--- src/core/drive_ctrl_pkg.sv ---
// constants and types for the drive command/status word interpreter
// assumes a single 250 MHz drive clock and an APB register port
package drive_ctrl_pkg;
  localparam int WORD_W = 16;
  // command word bit positions
  localparam int CMD_ON = 0;
  localparam int CMD_NO_COAST = 1;
  localparam int CMD_NO_QUICK = 2;
  localparam int CMD_ENABLE_OP = 3;
  localparam int CMD_RG_ENABLE = 4;
  localparam int CMD_RG_RUN = 5;
  localparam int CMD_SP_ENABLE = 6;
  localparam int CMD_FAULT_ACK = 7;
  localparam int CMD_JOG_CW = 8;
  localparam int CMD_JOG_CCW = 9;
  localparam int CMD_MASTER_CTRL = 10;
  localparam int CMD_SP_INVERT = 11;
  localparam int CMD_DATA_SET0 = 15;
  // status word bit positions
  localparam int STS_READY_START = 0;
  localparam int STS_READY = 1;
  localparam int STS_OP_EN = 2;
  localparam int STS_FAULT = 3;
  localparam int STS_NO_COAST = 4;
  localparam int STS_NO_QUICK = 5;
  localparam int STS_SWON_DIS = 6;
  // register byte offsets and timeout reset value
  localparam logic [11:0] REG_TIMEOUT = 12'h000;
  localparam logic [11:0] REG_STATUS = 12'h004;
  localparam logic [11:0] REG_COMMAND = 12'h008;
  localparam logic [15:0] TIMEOUT_RST = 16'h0000;
  // status register fields beyond the status word
  localparam int SREG_STATE_LSB = 16;
  localparam int SREG_FAULT = 20;
  localparam int SREG_TMO_FAULT = 21;
  // timing
  localparam int MS_IN_NS = 1000000;
  localparam int CLK_PERIOD_NS = 4;
  localparam int CYCLES_PER_MS = MS_IN_NS / CLK_PERIOD_NS;
  localparam int MS_CNT_W = 18;
  // deceleration modes
  localparam logic [1:0] DECEL_NORMAL = 2'h0;
  localparam logic [1:0] DECEL_RAMP = 2'h1;
  localparam logic [1:0] DECEL_FASTEST = 2'h2;

  typedef enum logic [2:0] {
    ST_INHIBIT,
    ST_READY_START,
    ST_SWITCHED_ON,
    ST_OPERATING,
    ST_RAMPDOWN,
    ST_QUICKSTOP,
    ST_FAULT
  } drive_state_e;
endpackage

--- src/core/drive_control_status_word_logic.sv ---
// drive command word interpreter and status word builder
// assumes telegram words arrive synchronous to i_mclk with a one-cycle valid
`timescale 1ns/1ps
module drive_control_status_word_logic
  import drive_ctrl_pkg::*;
#(
  parameter int unsigned P_CYCLES_PER_MS = CYCLES_PER_MS
) (
  input wire logic i_mclk, // drive clock
  input wire logic i_reset, // async reset, high
  input wire logic i_telegram_valid, // one-cycle telegram strobe
  input wire logic [WORD_W-1:0] i_command_word, // received command word
  input wire logic [WORD_W-1:0] i_setpoint_word, // received speed setpoint
  input wire logic i_supply_ok, // power supply present
  input wire logic i_init_done, // electronics initialised
  input wire logic i_fault_active, // power stage fault level
  input wire logic i_below_min_freq, // output frequency below minimum
  input wire logic i_psel, // apb select
  input wire logic i_penable, // apb enable
  input wire logic i_pwrite, // apb direction
  input wire logic [11:0] i_paddr, // apb byte address
  input wire logic [31:0] i_pwdata, // apb write data
  input wire logic [3:0] i_pstrb, // apb byte strobes
  output logic [31:0] o_prdata, // apb read data
  output logic o_pready, // apb ready
  output logic o_pslverr, // apb error
  output logic [WORD_W-1:0] o_status_word, // status word for reply
  output logic o_status_strobe, // fresh status pulse
  output logic o_pulse_enable, // output pulses enabled
  output logic [1:0] o_decel_mode, // deceleration mode
  output logic o_rg_enable, // ramp generator enabled
  output logic o_rg_reset, // ramp output forced to zero
  output logic o_rg_freeze, // ramp output frozen
  output logic [WORD_W-1:0] o_setpoint, // gated ramp input setpoint
  output logic o_jog_cw, // jog clockwise active
  output logic o_jog_ccw, // jog counter-clockwise active
  output logic o_reverse_dir, // direction reversed
  output logic o_data_set_sel, // command data set bit 0
  output logic o_process_data_valid, // master control valid
  output logic o_telegram_fault // telegram timeout fault
);

  ////////////////////////////////////////////////////////////////////////////
  typedef struct packed {
    drive_state_e st;
    logic [WORD_W-1:0] cmd;
    logic ack_pulse;
    logic reply_pend;
    logic reply;
    logic [WORD_W-1:0] sp_raw;
    logic [WORD_W-1:0] sp_out;
    logic fault;
    logic tmo_fault;
    logic [MS_CNT_W-1:0] ms_cnt;
    logic [WORD_W-1:0] ms_elapsed;
    logic [WORD_W-1:0] tmo_set;
    logic [WORD_W-1:0] status;
    logic pulse_en;
    logic [1:0] decel;
    logic rg_en;
    logic rg_reset;
    logic rg_freeze;
    logic jog_cw;
    logic jog_ccw;
    logic jog_brake;
    logic reverse;
    logic data_set;
    logic pd_valid;
    logic pready;
    logic pslverr;
    logic [31:0] prdata;
  } ctl_s;

  ctl_s s_r;
  ctl_s s_nxt;

  function automatic logic reg_mapped(input logic [11:0] addr);
    reg_mapped = (addr == REG_TIMEOUT) || (addr == REG_STATUS) || (addr == REG_COMMAND);
  endfunction

  function automatic logic [31:0] reg_read(input logic [11:0] addr, input ctl_s s);
    reg_read = 32'h0000_0000;
    if (addr == REG_TIMEOUT) begin
      reg_read[WORD_W-1:0] = s.tmo_set;
    end else if (addr == REG_STATUS) begin
      reg_read[WORD_W-1:0] = s.status;
      reg_read[SREG_STATE_LSB+2:SREG_STATE_LSB] = s.st;
      reg_read[SREG_FAULT] = s.fault;
      reg_read[SREG_TMO_FAULT] = s.tmo_fault;
    end else if (addr == REG_COMMAND) begin
      reg_read[WORD_W-1:0] = s.cmd;
    end
  endfunction

  logic accept;
  logic tmo_hit;
  logic ack_edge;
  logic jog_any;
  logic c_on, c_no_coast, c_no_quick, c_enop;

  assign c_on = s_r.cmd[CMD_ON];
  assign c_no_coast = s_r.cmd[CMD_NO_COAST];
  assign c_no_quick = s_r.cmd[CMD_NO_QUICK];
  assign c_enop = s_r.cmd[CMD_ENABLE_OP];
  // zero words never reach the drive, so they also never feed the watchdog
  assign accept = i_telegram_valid && (i_command_word != 16'h0000);
  assign ack_edge = i_command_word[CMD_FAULT_ACK] && !s_r.cmd[CMD_FAULT_ACK];
  assign tmo_hit = (s_r.tmo_set != 16'h0000) && (s_r.ms_elapsed >= s_r.tmo_set);

  ////////////////////////////////////////////////////////////////////////////
  always_comb begin
    s_nxt = s_r;
    s_nxt.ack_pulse = 1'b0;
    s_nxt.reply = s_r.reply_pend;
    s_nxt.reply_pend = 1'b0;

    // one consistent snapshot per telegram
    if (accept) begin
      s_nxt.cmd = i_command_word;
      s_nxt.reply_pend = 1'b1;
      s_nxt.ack_pulse = ack_edge;
      if (i_command_word[CMD_MASTER_CTRL]) begin
        s_nxt.sp_raw = i_setpoint_word;
      end
    end

    // telegram watchdog in whole milliseconds
    if (accept || s_r.tmo_set == 16'h0000) begin
      s_nxt.ms_cnt = '0;
      s_nxt.ms_elapsed = 16'h0000;
    end else if (!tmo_hit) begin
      if (s_r.ms_cnt == MS_CNT_W'(P_CYCLES_PER_MS - 1)) begin
        s_nxt.ms_cnt = '0;
        s_nxt.ms_elapsed = s_r.ms_elapsed + 16'h0001;
      end else begin
        s_nxt.ms_cnt = s_r.ms_cnt + {{(MS_CNT_W-1){1'b0}}, 1'b1};
      end
    end

    // set wins over the acknowledge clear
    if (s_r.ack_pulse && !i_fault_active && !tmo_hit) begin
      s_nxt.fault = 1'b0;
      s_nxt.tmo_fault = 1'b0;
    end
    if (tmo_hit) begin
      s_nxt.tmo_fault = 1'b1;
    end
    if (i_fault_active || tmo_hit) begin
      s_nxt.fault = 1'b1;
    end

    // state machine, stop priority coast > quick > ramp
    unique case (s_r.st)
      ST_INHIBIT: begin
        if (c_no_coast && c_no_quick && !c_on) begin
          s_nxt.st = ST_READY_START;
        end
      end
      ST_READY_START: begin
        if (!c_no_coast || !c_no_quick) begin
          s_nxt.st = ST_INHIBIT;
        end else if (c_on) begin
          s_nxt.st = ST_SWITCHED_ON;
        end
      end
      ST_SWITCHED_ON: begin
        if (!c_no_coast || !c_no_quick) begin
          s_nxt.st = ST_INHIBIT;
        end else if (!c_on) begin
          s_nxt.st = ST_READY_START;
        end else if (c_enop) begin
          s_nxt.st = ST_OPERATING;
        end
      end
      ST_OPERATING: begin
        if (!c_no_coast) begin
          s_nxt.st = ST_INHIBIT;
        end else if (!c_no_quick) begin
          s_nxt.st = ST_QUICKSTOP;
        end else if (!c_on) begin
          s_nxt.st = ST_RAMPDOWN;
        end else if (!c_enop) begin
          s_nxt.st = ST_SWITCHED_ON;
        end
      end
      ST_RAMPDOWN: begin
        if (!c_no_coast) begin
          s_nxt.st = ST_INHIBIT;
        end else if (!c_no_quick) begin
          s_nxt.st = ST_QUICKSTOP;
        end else if (!c_enop || i_below_min_freq) begin
          s_nxt.st = ST_READY_START;
        end
      end
      ST_QUICKSTOP: begin
        if (!c_no_coast || !c_enop || i_below_min_freq) begin
          s_nxt.st = ST_INHIBIT;
        end
      end
      ST_FAULT: begin
        if (s_r.ack_pulse && !i_fault_active && !tmo_hit) begin
          s_nxt.st = ST_INHIBIT;
        end
      end
    endcase
    // any fault outranks every command
    if (s_nxt.fault) begin
      s_nxt.st = ST_FAULT;
    end

    // jog only from standstill; both jog bits together cancel each other
    s_nxt.jog_cw = (s_nxt.st == ST_READY_START) && s_r.cmd[CMD_JOG_CW] && !s_r.cmd[CMD_JOG_CCW];
    s_nxt.jog_ccw = (s_nxt.st == ST_READY_START) && s_r.cmd[CMD_JOG_CCW] && !s_r.cmd[CMD_JOG_CW];
    jog_any = s_nxt.jog_cw || s_nxt.jog_ccw;
    if (jog_any || i_below_min_freq || s_nxt.st != ST_READY_START) begin
      s_nxt.jog_brake = 1'b0;
    end else if (s_r.jog_cw || s_r.jog_ccw) begin
      s_nxt.jog_brake = 1'b1;
    end

    s_nxt.pulse_en = jog_any || s_nxt.jog_brake ||
                     (c_enop && (s_nxt.st == ST_OPERATING || s_nxt.st == ST_RAMPDOWN ||
                                 s_nxt.st == ST_QUICKSTOP));

    if (s_nxt.st == ST_QUICKSTOP || s_nxt.jog_brake || !s_r.cmd[CMD_RG_ENABLE]) begin
      s_nxt.decel = DECEL_FASTEST;
    end else if (s_nxt.st == ST_RAMPDOWN) begin
      s_nxt.decel = DECEL_RAMP;
    end else begin
      s_nxt.decel = DECEL_NORMAL;
    end

    // ramp generator controls; bits 12 to 14 are deliberately unread
    s_nxt.rg_en = s_r.cmd[CMD_RG_ENABLE];
    s_nxt.rg_reset = !s_r.cmd[CMD_RG_ENABLE];
    s_nxt.rg_freeze = !s_r.cmd[CMD_RG_RUN];
    s_nxt.reverse = s_r.cmd[CMD_SP_INVERT];
    s_nxt.data_set = s_r.cmd[CMD_DATA_SET0];
    s_nxt.pd_valid = s_r.cmd[CMD_MASTER_CTRL];
    if (!s_r.cmd[CMD_SP_ENABLE]) begin
      s_nxt.sp_out = 16'h0000;
    end else if (s_r.cmd[CMD_SP_INVERT]) begin
      s_nxt.sp_out = ~s_r.sp_raw + 16'h0001;
    end else begin
      s_nxt.sp_out = s_r.sp_raw;
    end

    // status word tracks the next state so both flip at the same edge
    s_nxt.status = 16'h0000;
    s_nxt.status[STS_READY_START] = i_supply_ok && i_init_done && !s_nxt.pulse_en;
    s_nxt.status[STS_READY] = (s_nxt.st == ST_SWITCHED_ON) || (s_nxt.st == ST_OPERATING);
    s_nxt.status[STS_OP_EN] = (s_nxt.st == ST_OPERATING);
    s_nxt.status[STS_FAULT] = s_nxt.fault && (s_nxt.st != ST_OPERATING);
    s_nxt.status[STS_NO_COAST] = c_no_coast;
    s_nxt.status[STS_NO_QUICK] = c_no_quick;
    s_nxt.status[STS_SWON_DIS] = (s_nxt.st == ST_INHIBIT);

    // apb slave: one wait state, answer registered
    s_nxt.pready = i_psel && i_penable && !s_r.pready;
    s_nxt.pslverr = i_psel && i_penable && !s_r.pready && !reg_mapped(i_paddr);
    s_nxt.prdata = (i_psel && !i_pwrite) ? reg_read(i_paddr, s_r) : 32'h0000_0000;
    if (i_psel && i_penable && s_r.pready && i_pwrite && i_paddr == REG_TIMEOUT) begin
      if (i_pstrb[0]) begin
        s_nxt.tmo_set[7:0] = i_pwdata[7:0];
      end
      if (i_pstrb[1]) begin
        s_nxt.tmo_set[15:8] = i_pwdata[15:8];
      end
    end
  end

  ////////////////////////////////////////////////////////////////////////////
  always_ff @(posedge i_mclk or posedge i_reset) begin
    if (i_reset) begin
      s_r <= '0;
      s_r.st <= ST_INHIBIT;
      s_r.tmo_set <= TIMEOUT_RST;
      s_r.rg_reset <= 1'b1;
      s_r.rg_freeze <= 1'b1;
      s_r.decel <= DECEL_FASTEST;
      s_r.status[STS_SWON_DIS] <= 1'b1;
    end else begin
      s_r <= s_nxt;
    end
  end

  assign o_prdata = s_r.prdata;
  assign o_pready = s_r.pready;
  assign o_pslverr = s_r.pslverr;
  assign o_status_word = s_r.status;
  assign o_status_strobe = s_r.reply;
  assign o_pulse_enable = s_r.pulse_en;
  assign o_decel_mode = s_r.decel;
  assign o_rg_enable = s_r.rg_en;
  assign o_rg_reset = s_r.rg_reset;
  assign o_rg_freeze = s_r.rg_freeze;
  assign o_setpoint = s_r.sp_out;
  assign o_jog_cw = s_r.jog_cw;
  assign o_jog_ccw = s_r.jog_ccw;
  assign o_reverse_dir = s_r.reverse;
  assign o_data_set_sel = s_r.data_set;
  assign o_process_data_valid = s_r.pd_valid;
  assign o_telegram_fault = s_r.tmo_fault;
endmodule

--- config.mk ---
export PLATFORM = sky130hd
export DESIGN_NAME = drive_control_status_word_logic
export DESIGN_NICKNAME = d
export VERILOG_FILES = /design/src/core/drive_ctrl_pkg.sv /design/src/core/drive_control_status_word_logic.sv
export SDC_FILE = /design/constraint.sdc
export NUM_CORES = 1
export LEC_CHECK = 0
export BUFFER_PORTS_ARGS = -buffer_cell sky130_fd_sc_hd__buf_4
export CORE_MARGIN = 2
export CORE_UTILIZATION = 50
export DETAILED_ROUTE_END_ITERATION = 10
export GPL_TIMING_DRIVEN = 0
export PLACE_DENSITY = 0.83
export SYNTH_ARGS = -nofsm -noshare
export SYNTH_HDL_FRONTEND = slang
export SYNTH_SLANG_ARGS = --single-unit
--- constraint.sdc ---
create_clock -name i_mclk -period 4.8 [get_ports i_mclk]
set_input_delay 0.96 -clock i_mclk [delete_from_list [all_inputs] [get_ports i_mclk]]
set_output_delay 0.96 -clock i_mclk [all_outputs]
set_load 0.05 [all_outputs]
### Word-level counts from Yosys, hierarchy flattened

Cells that the tools add are included.
Widths: inputs -> output; s select.

* bitwise operators: 1
* $add $sub $neg: 3
* order comparisons: 1
* muxes and demuxes: 39
* eq/ne operators: 17
* reduce and logical (&&, ||, !) cells: 68

Operator list (number)
* $mux 16: 6
* $mux 34: 2
* $mux 3: 18
* $add 16x1->16 const B: 2
* $reduce_bool 16->1: 2
* $logic_and 1x1->1: 22
* $mux 22: 1
* $pmux 3 s7: 1
* $logic_or 1x1->1: 19
* $add 18x1->18 const B: 1
* $eq 18x18->1 const B: 1
* $mux 18: 1
* $ge 16x16->1: 1
* $logic_not 16->1: 1
* $not 16->16: 1
* $eq 3x3->1 const B: 5
* $logic_not 1->1: 15
* $eq 12x3->1 const B: 1
* $eq 12x4->1 const B: 1
* $eq 3x2->1 const B: 4
* $logic_not 12->1: 1
* $mux 2: 5
* $reduce_and 2->1: 4
* $eq 3x1->1 const B: 2
* 6 further kinds: 12

* output and inout port bits: 79
* flip-flop bits (word level): 149
* word-level logic and storage cells: 157
* bits of input ports: 90

### Longest topological paths before layout

* word-level depth: 18
* mapped depth: 11

### Worst setup path after synthesis

No wires, ideal clock.

* path kind: input port to flip-flop
* from: in i_paddr[7]
* to: reg s_r[62] in the netlist's numbering
* setup slack: 2.207 ns
* buffers on the path: 0
* cell stages on the path: 6
* required time: 4.675 ns
* arrival time: 2.468 ns
* cells stage by stage: nor4_1 -> nand3_1 -> nor3_2 -> and4_1 -> nand2_1 -> mux2_2

* longest elaborated chain between the ends: 3

RTL lines
* start, declared: RTL line drive_control_status_word_logic.sv:21 `input wire logic [11:0] i_paddr,`
* $logic_not 12->1: RTL line drive_control_status_word_logic.sv:262 `if (i_psel && i_penable && s_r.pready && i_pwrite && i_paddr == REG_TIMEOUT) begin`
* $logic_and 1x1->1: RTL line drive_control_status_word_logic.sv:262
* $reduce_and 2->1 (no source line)
* end signal, assigned: RTL line drive_control_status_word_logic.sv:283 `s_r <= s_nxt;`
* end, declared: RTL line drive_control_status_word_logic.sv:74 `ctl_s s_r;`

Every way passes these cells.
A chain may end at the register's enable or synchronous reset.

### Worst setup path after layout

* from: reg s_r[75] in the netlist's numbering
* to: reg s_r[106] in the netlist's numbering

* longest elaborated chain between the ends: 3

RTL lines
* $ge 16x16->1 (tied with other cells): RTL line drive_control_status_word_logic.sv:108 `assign tmo_hit = (s_r.tmo_set != 16'h0000) && (s_r.ms_elapsed >= s_r.tmo_set);`
* $logic_and 1x1->1 / $logic_or 1x1->1 (equally long branches): RTL line drive_control_status_word_logic.sv:108, drive_control_status_word_logic.sv:128
* $ne 2x1->1 (no source line) / $mux 34 (equally long branches)

Parallel ways exist; a longest one is shown, timed or not.

==> results <==
- The flow ran to the end, and the final reports show no timing, DRC or antenna violations.
- The area of the core is 0.0150 sq mm.
- The path class of the tightest hold or removal check is register to register.
- The arrival time of data at the critical path endpoint is 3.27 ns.
- The setup fix buffers added after clock tree synthesis is 0.
- Following the worst setup path forward leads to its endpoint at s_r[106].
- The final number of setup-violating endpoints is 0.
- The repair_antennas step left the layout with diodes totalling 0.
- The number of placement rows is 45.
- Internal power comes to 2260 uW.
- The worst path setup slack after routing is 1.88 ns.
- The worst path needs 2.92 ns of the cycle, external delays included.
- STA puts the critical path data required time at 5.14 ns.
- The pre-CTS worst setup slack is 1.56 ns.
- The ratio of total power to cell area is 328 mW/mm^2.
- The setup clock skew after layout is 0.00996 ns.
- The TritonCTS clock tree is built.
- The fmax is 342 MHz.
- The total number of H-tree levels is 4.
- The final layout contains routed wiring with a total length of 17.9 mm.
- Across the VDD grid, the largest voltage drop is 0.236 mV.
- Across all register-to-register paths, the minimum setup slack is 1.88 ns.
- The overall track demand over capacity in global routing is 0.229.
- The area overhead of the layout relative to synthesis is 25.0%.
- The number of I/O port buffers is 130.
- Dividing the final minimum period by the clock period gives 0.608.
- After clock tree synthesis, the clock-pin slew on the worst setup and hold paths is 0.06 ns.
- The depth of the worst register-to-register path is 11.
- The worst register-to-register path ends at s_r[106].
- The share of synthesized registers carrying an async set or reset is 1.00.
- The library cells used most frequently in the layout, excluding fill and tap cells, are buf_4, dfrtp_1, nor2_1.
- The critical path in this run is classified as register to register.
- The final core utilization is 0.634.
- Counting flops and latches in the post-synthesis netlist gives 147.
- The Yosys step of the flow raised 0 warnings.
- For this configuration, the core starts out at a cell density of 0.507.
- For this design the static power due to leakage is 0.00440 uW.
- The synthesized cell area is 0.00762 sq mm.
- Measured against its own limit, the worst slew margin works out to 0.555.
- The post-synthesis compound-gate area fraction came to 0.108.
- The die is 127 um wide.
- The number of global-route vias before repair is 5931.
- Dividing the detail-routed wire length by the instance count gives 16.4 um.
- The placed wire-length estimate after detailed placement is 13.3 mm.
- The number of pins with negative max-slew slack in the final report is 0.
- The share of the Yosys chip area taken by registers is 0.483.
- The number of gates resized after CTS was 0.
- The I/O pin count is 169.
- The number of routed nets with antenna violations is 0.
- Synthesis handed over a netlist of 717 instances.
- The share of total power dissipated in sequential elements is 0.437.
- The fraction of final layout cells sized beyond drive strength 1 is 0.347.
- The worst setup path is captured at a register.
- After synthesis, the netlist uses 72 different library cells.
- In this run, the number of DRC markers left after iteration 0 of detailed routing was 525.
- The most instantiated flip-flop cell in the synthesis netlist is dfrtp_1.
- For the pin with the worst max-slew slack, the measured transition is 0.664 ns.
- The initial antenna violation count is 0.
- The proportion of total power due to net switching is 0.276.
- Setup repair after global routing left no endpoint under its margin.
- The largest net degree at the start of global routing is 45.
- The post-synthesis area per instance is 10.6 sq um.
- The most common cell after layout, fill and taps aside is buf_4.
- In this run the clock root is driven by a clkbuf_16.
- The biggest area contributor in the post-synthesis netlist is dfrtp_1.
- The clock latency on the worst-skew pair is 0.43 ns.
- The area fraction in and, or, nand and nor cells after synthesis is 0.183.
- After synthesis, the largest family of logic cells by area is simple AND/OR/NAND/NOR gates.
- The count of hold-fix buffers inserted at cts is 0.
- The die boundary height is 127 um.
- The longest clock path from root to sink contains 2 buffers.
- Of the post-synthesis cell area, the dominant cell type holds 0.469.
- The remaining routing DRC violations is 0.
- The multiplexer share of the synthesized area is 0.0809.
- Sorting the synthesized cells by area gives the leading types as dfrtp_1, buf_4, mux2_2, ha_1, a21oi_1.
- Counting the buffers created by CTS gives 17.
- The count of TritonRoute iterations in the first routing pass is 5.
- The post-synthesis share of cell area spent on full adders, half adders and majority gates is 0.0312.
- The fraction of power consumed by combinational cells is 0.160.
- The critical path launch point type is a register.
- The relative contribution of the clock network to total power is 0.403.
- The net count of the finished layout is 997.
- The total overflow left after global routing is 0.
- The number of sinks on the clock net is 147.
- In the final timing run, aggregate negative setup slack is 0 ns.
- The number of failing hold endpoints at the final stage is 0.
- Routability-driven placement finished with a final weighted congestion of 0.885.
- The die covers 0.0163 sq mm.
- The max-capacitance violation count is 0.
- The switching power summed over all nets is 864 uW.
- After detailed routing, the number of vias per cell comes to 5.49.
- Along the worst path, the maximum fanout reaches 10.
- In this run the worst setup path begins at s_r[75].
- The number of enable flip-flop cells after synthesis is 0.
- The startpoint identified for the worst register-to-register timing path is s_r[75].
- The first-pass GRT wire length is 29.1 mm.
- The overall via count from detail_route is 5984.
- The xor and xnor fraction of the mapped netlist area is 0.0195.
-- cells in the mapped netlist (all sizes together) (11+ instances only) --
master  instances
o31ai          20
nand4          12
buf            75
a21oi          43
dfrtp         143
nand3          18
xnor2          11
and2           20
mux2i          11
clkbuf         14
o21ai          19
nor2           47
nor4           15
inv            29
ha             19
nor3           12
mux2           45
or4            19
nand2          37
-- logic make-up after synthesis --
family	after synthesis
AOI/OAI and AO/OA	122
xor gates and xnor gates	17
adders and majority gates	19
buffers and inverters	118
DFF	147
muxes	56
other	1
and+or+nand+nor	237
-- power groups by stage --
stage          Combinational (uW)  Sequential [uW]  Clock (uW)
2_1_floorplan                 338             1390           0
3_3_place_gp                  490             1390           0
3_5_place_dp                  503             1390           0
6_report                      501             1370        1260
4_1_cts                       505             1370        1270
5_1_grt                       535             1370        1340
-- area by class of cell --
type / instances / area, sq um
Inverter: 29 / 113
Buffer: 89 / 608
Multi-Input combinational cell: 471 / 3290
Clock inverter: 11 / 100
Tap cell: 188 / 235
Fill cell: 1170 / 5500
Sequential cell: 147 / 3680
Timing Repair Buffer: 133 / 1040
Clock buffer: 21 / 460
-- registers in the layout, indices dropped and copies added (netlist names), 2 cells and up --
signal	count
o_decel_mode	2
o_prdata	21
o_setpoint	16
o_status_word	7
s_nxt	5
s_r	79
-- critical path, cell delays in order (launching register included) --
cell	delay, ns
dfrtp_1	0.48
inv_1	0.08
ha_1	0.32
nand4_1	0.16
nor3_1	0.33
or4b_1	0.48
buf_6	0.17
nand4_4	0.17
buf_6	0.18
nand2_2	0.10
buf_4	0.21
a21oi_1	0.15
-- metrics by stage --
step                      instances  cell area [sq um]  hold WS (ns)  power, uW
final                          1089               9530         0.351       3130
after CTS                      1089               9530         0.354       3140
after floorplan                 736               7700         0.331       1730
after global routing           1089               9530         0.357       3250
after detailed placement       1057               8970         0.341       1890
after global placement         1054               8910         0.332       1880
-- metal layers --
layer	GRT usage	routed length (um)
met5	0	0
met2	0.394	8990
met4	0.0924	450
met1	0.278	7240
met3	0.0565	1170
-- how the worst min path moves through the flow --
stage                     from               to  slack (ns)  depth (start not counted)
floorplan           s_nxt[146]  o_status_strobe        0.33                          0
global placement    s_nxt[146]  o_status_strobe        0.33                          0
detailed placement  s_nxt[146]  o_status_strobe        0.34                          0
CTS                 s_nxt[146]  o_status_strobe        0.35                          0
global route        s_nxt[146]  o_status_strobe        0.36                          0
finish              s_nxt[146]  o_status_strobe        0.35                          0
Power figures use the tool's default switching activity.
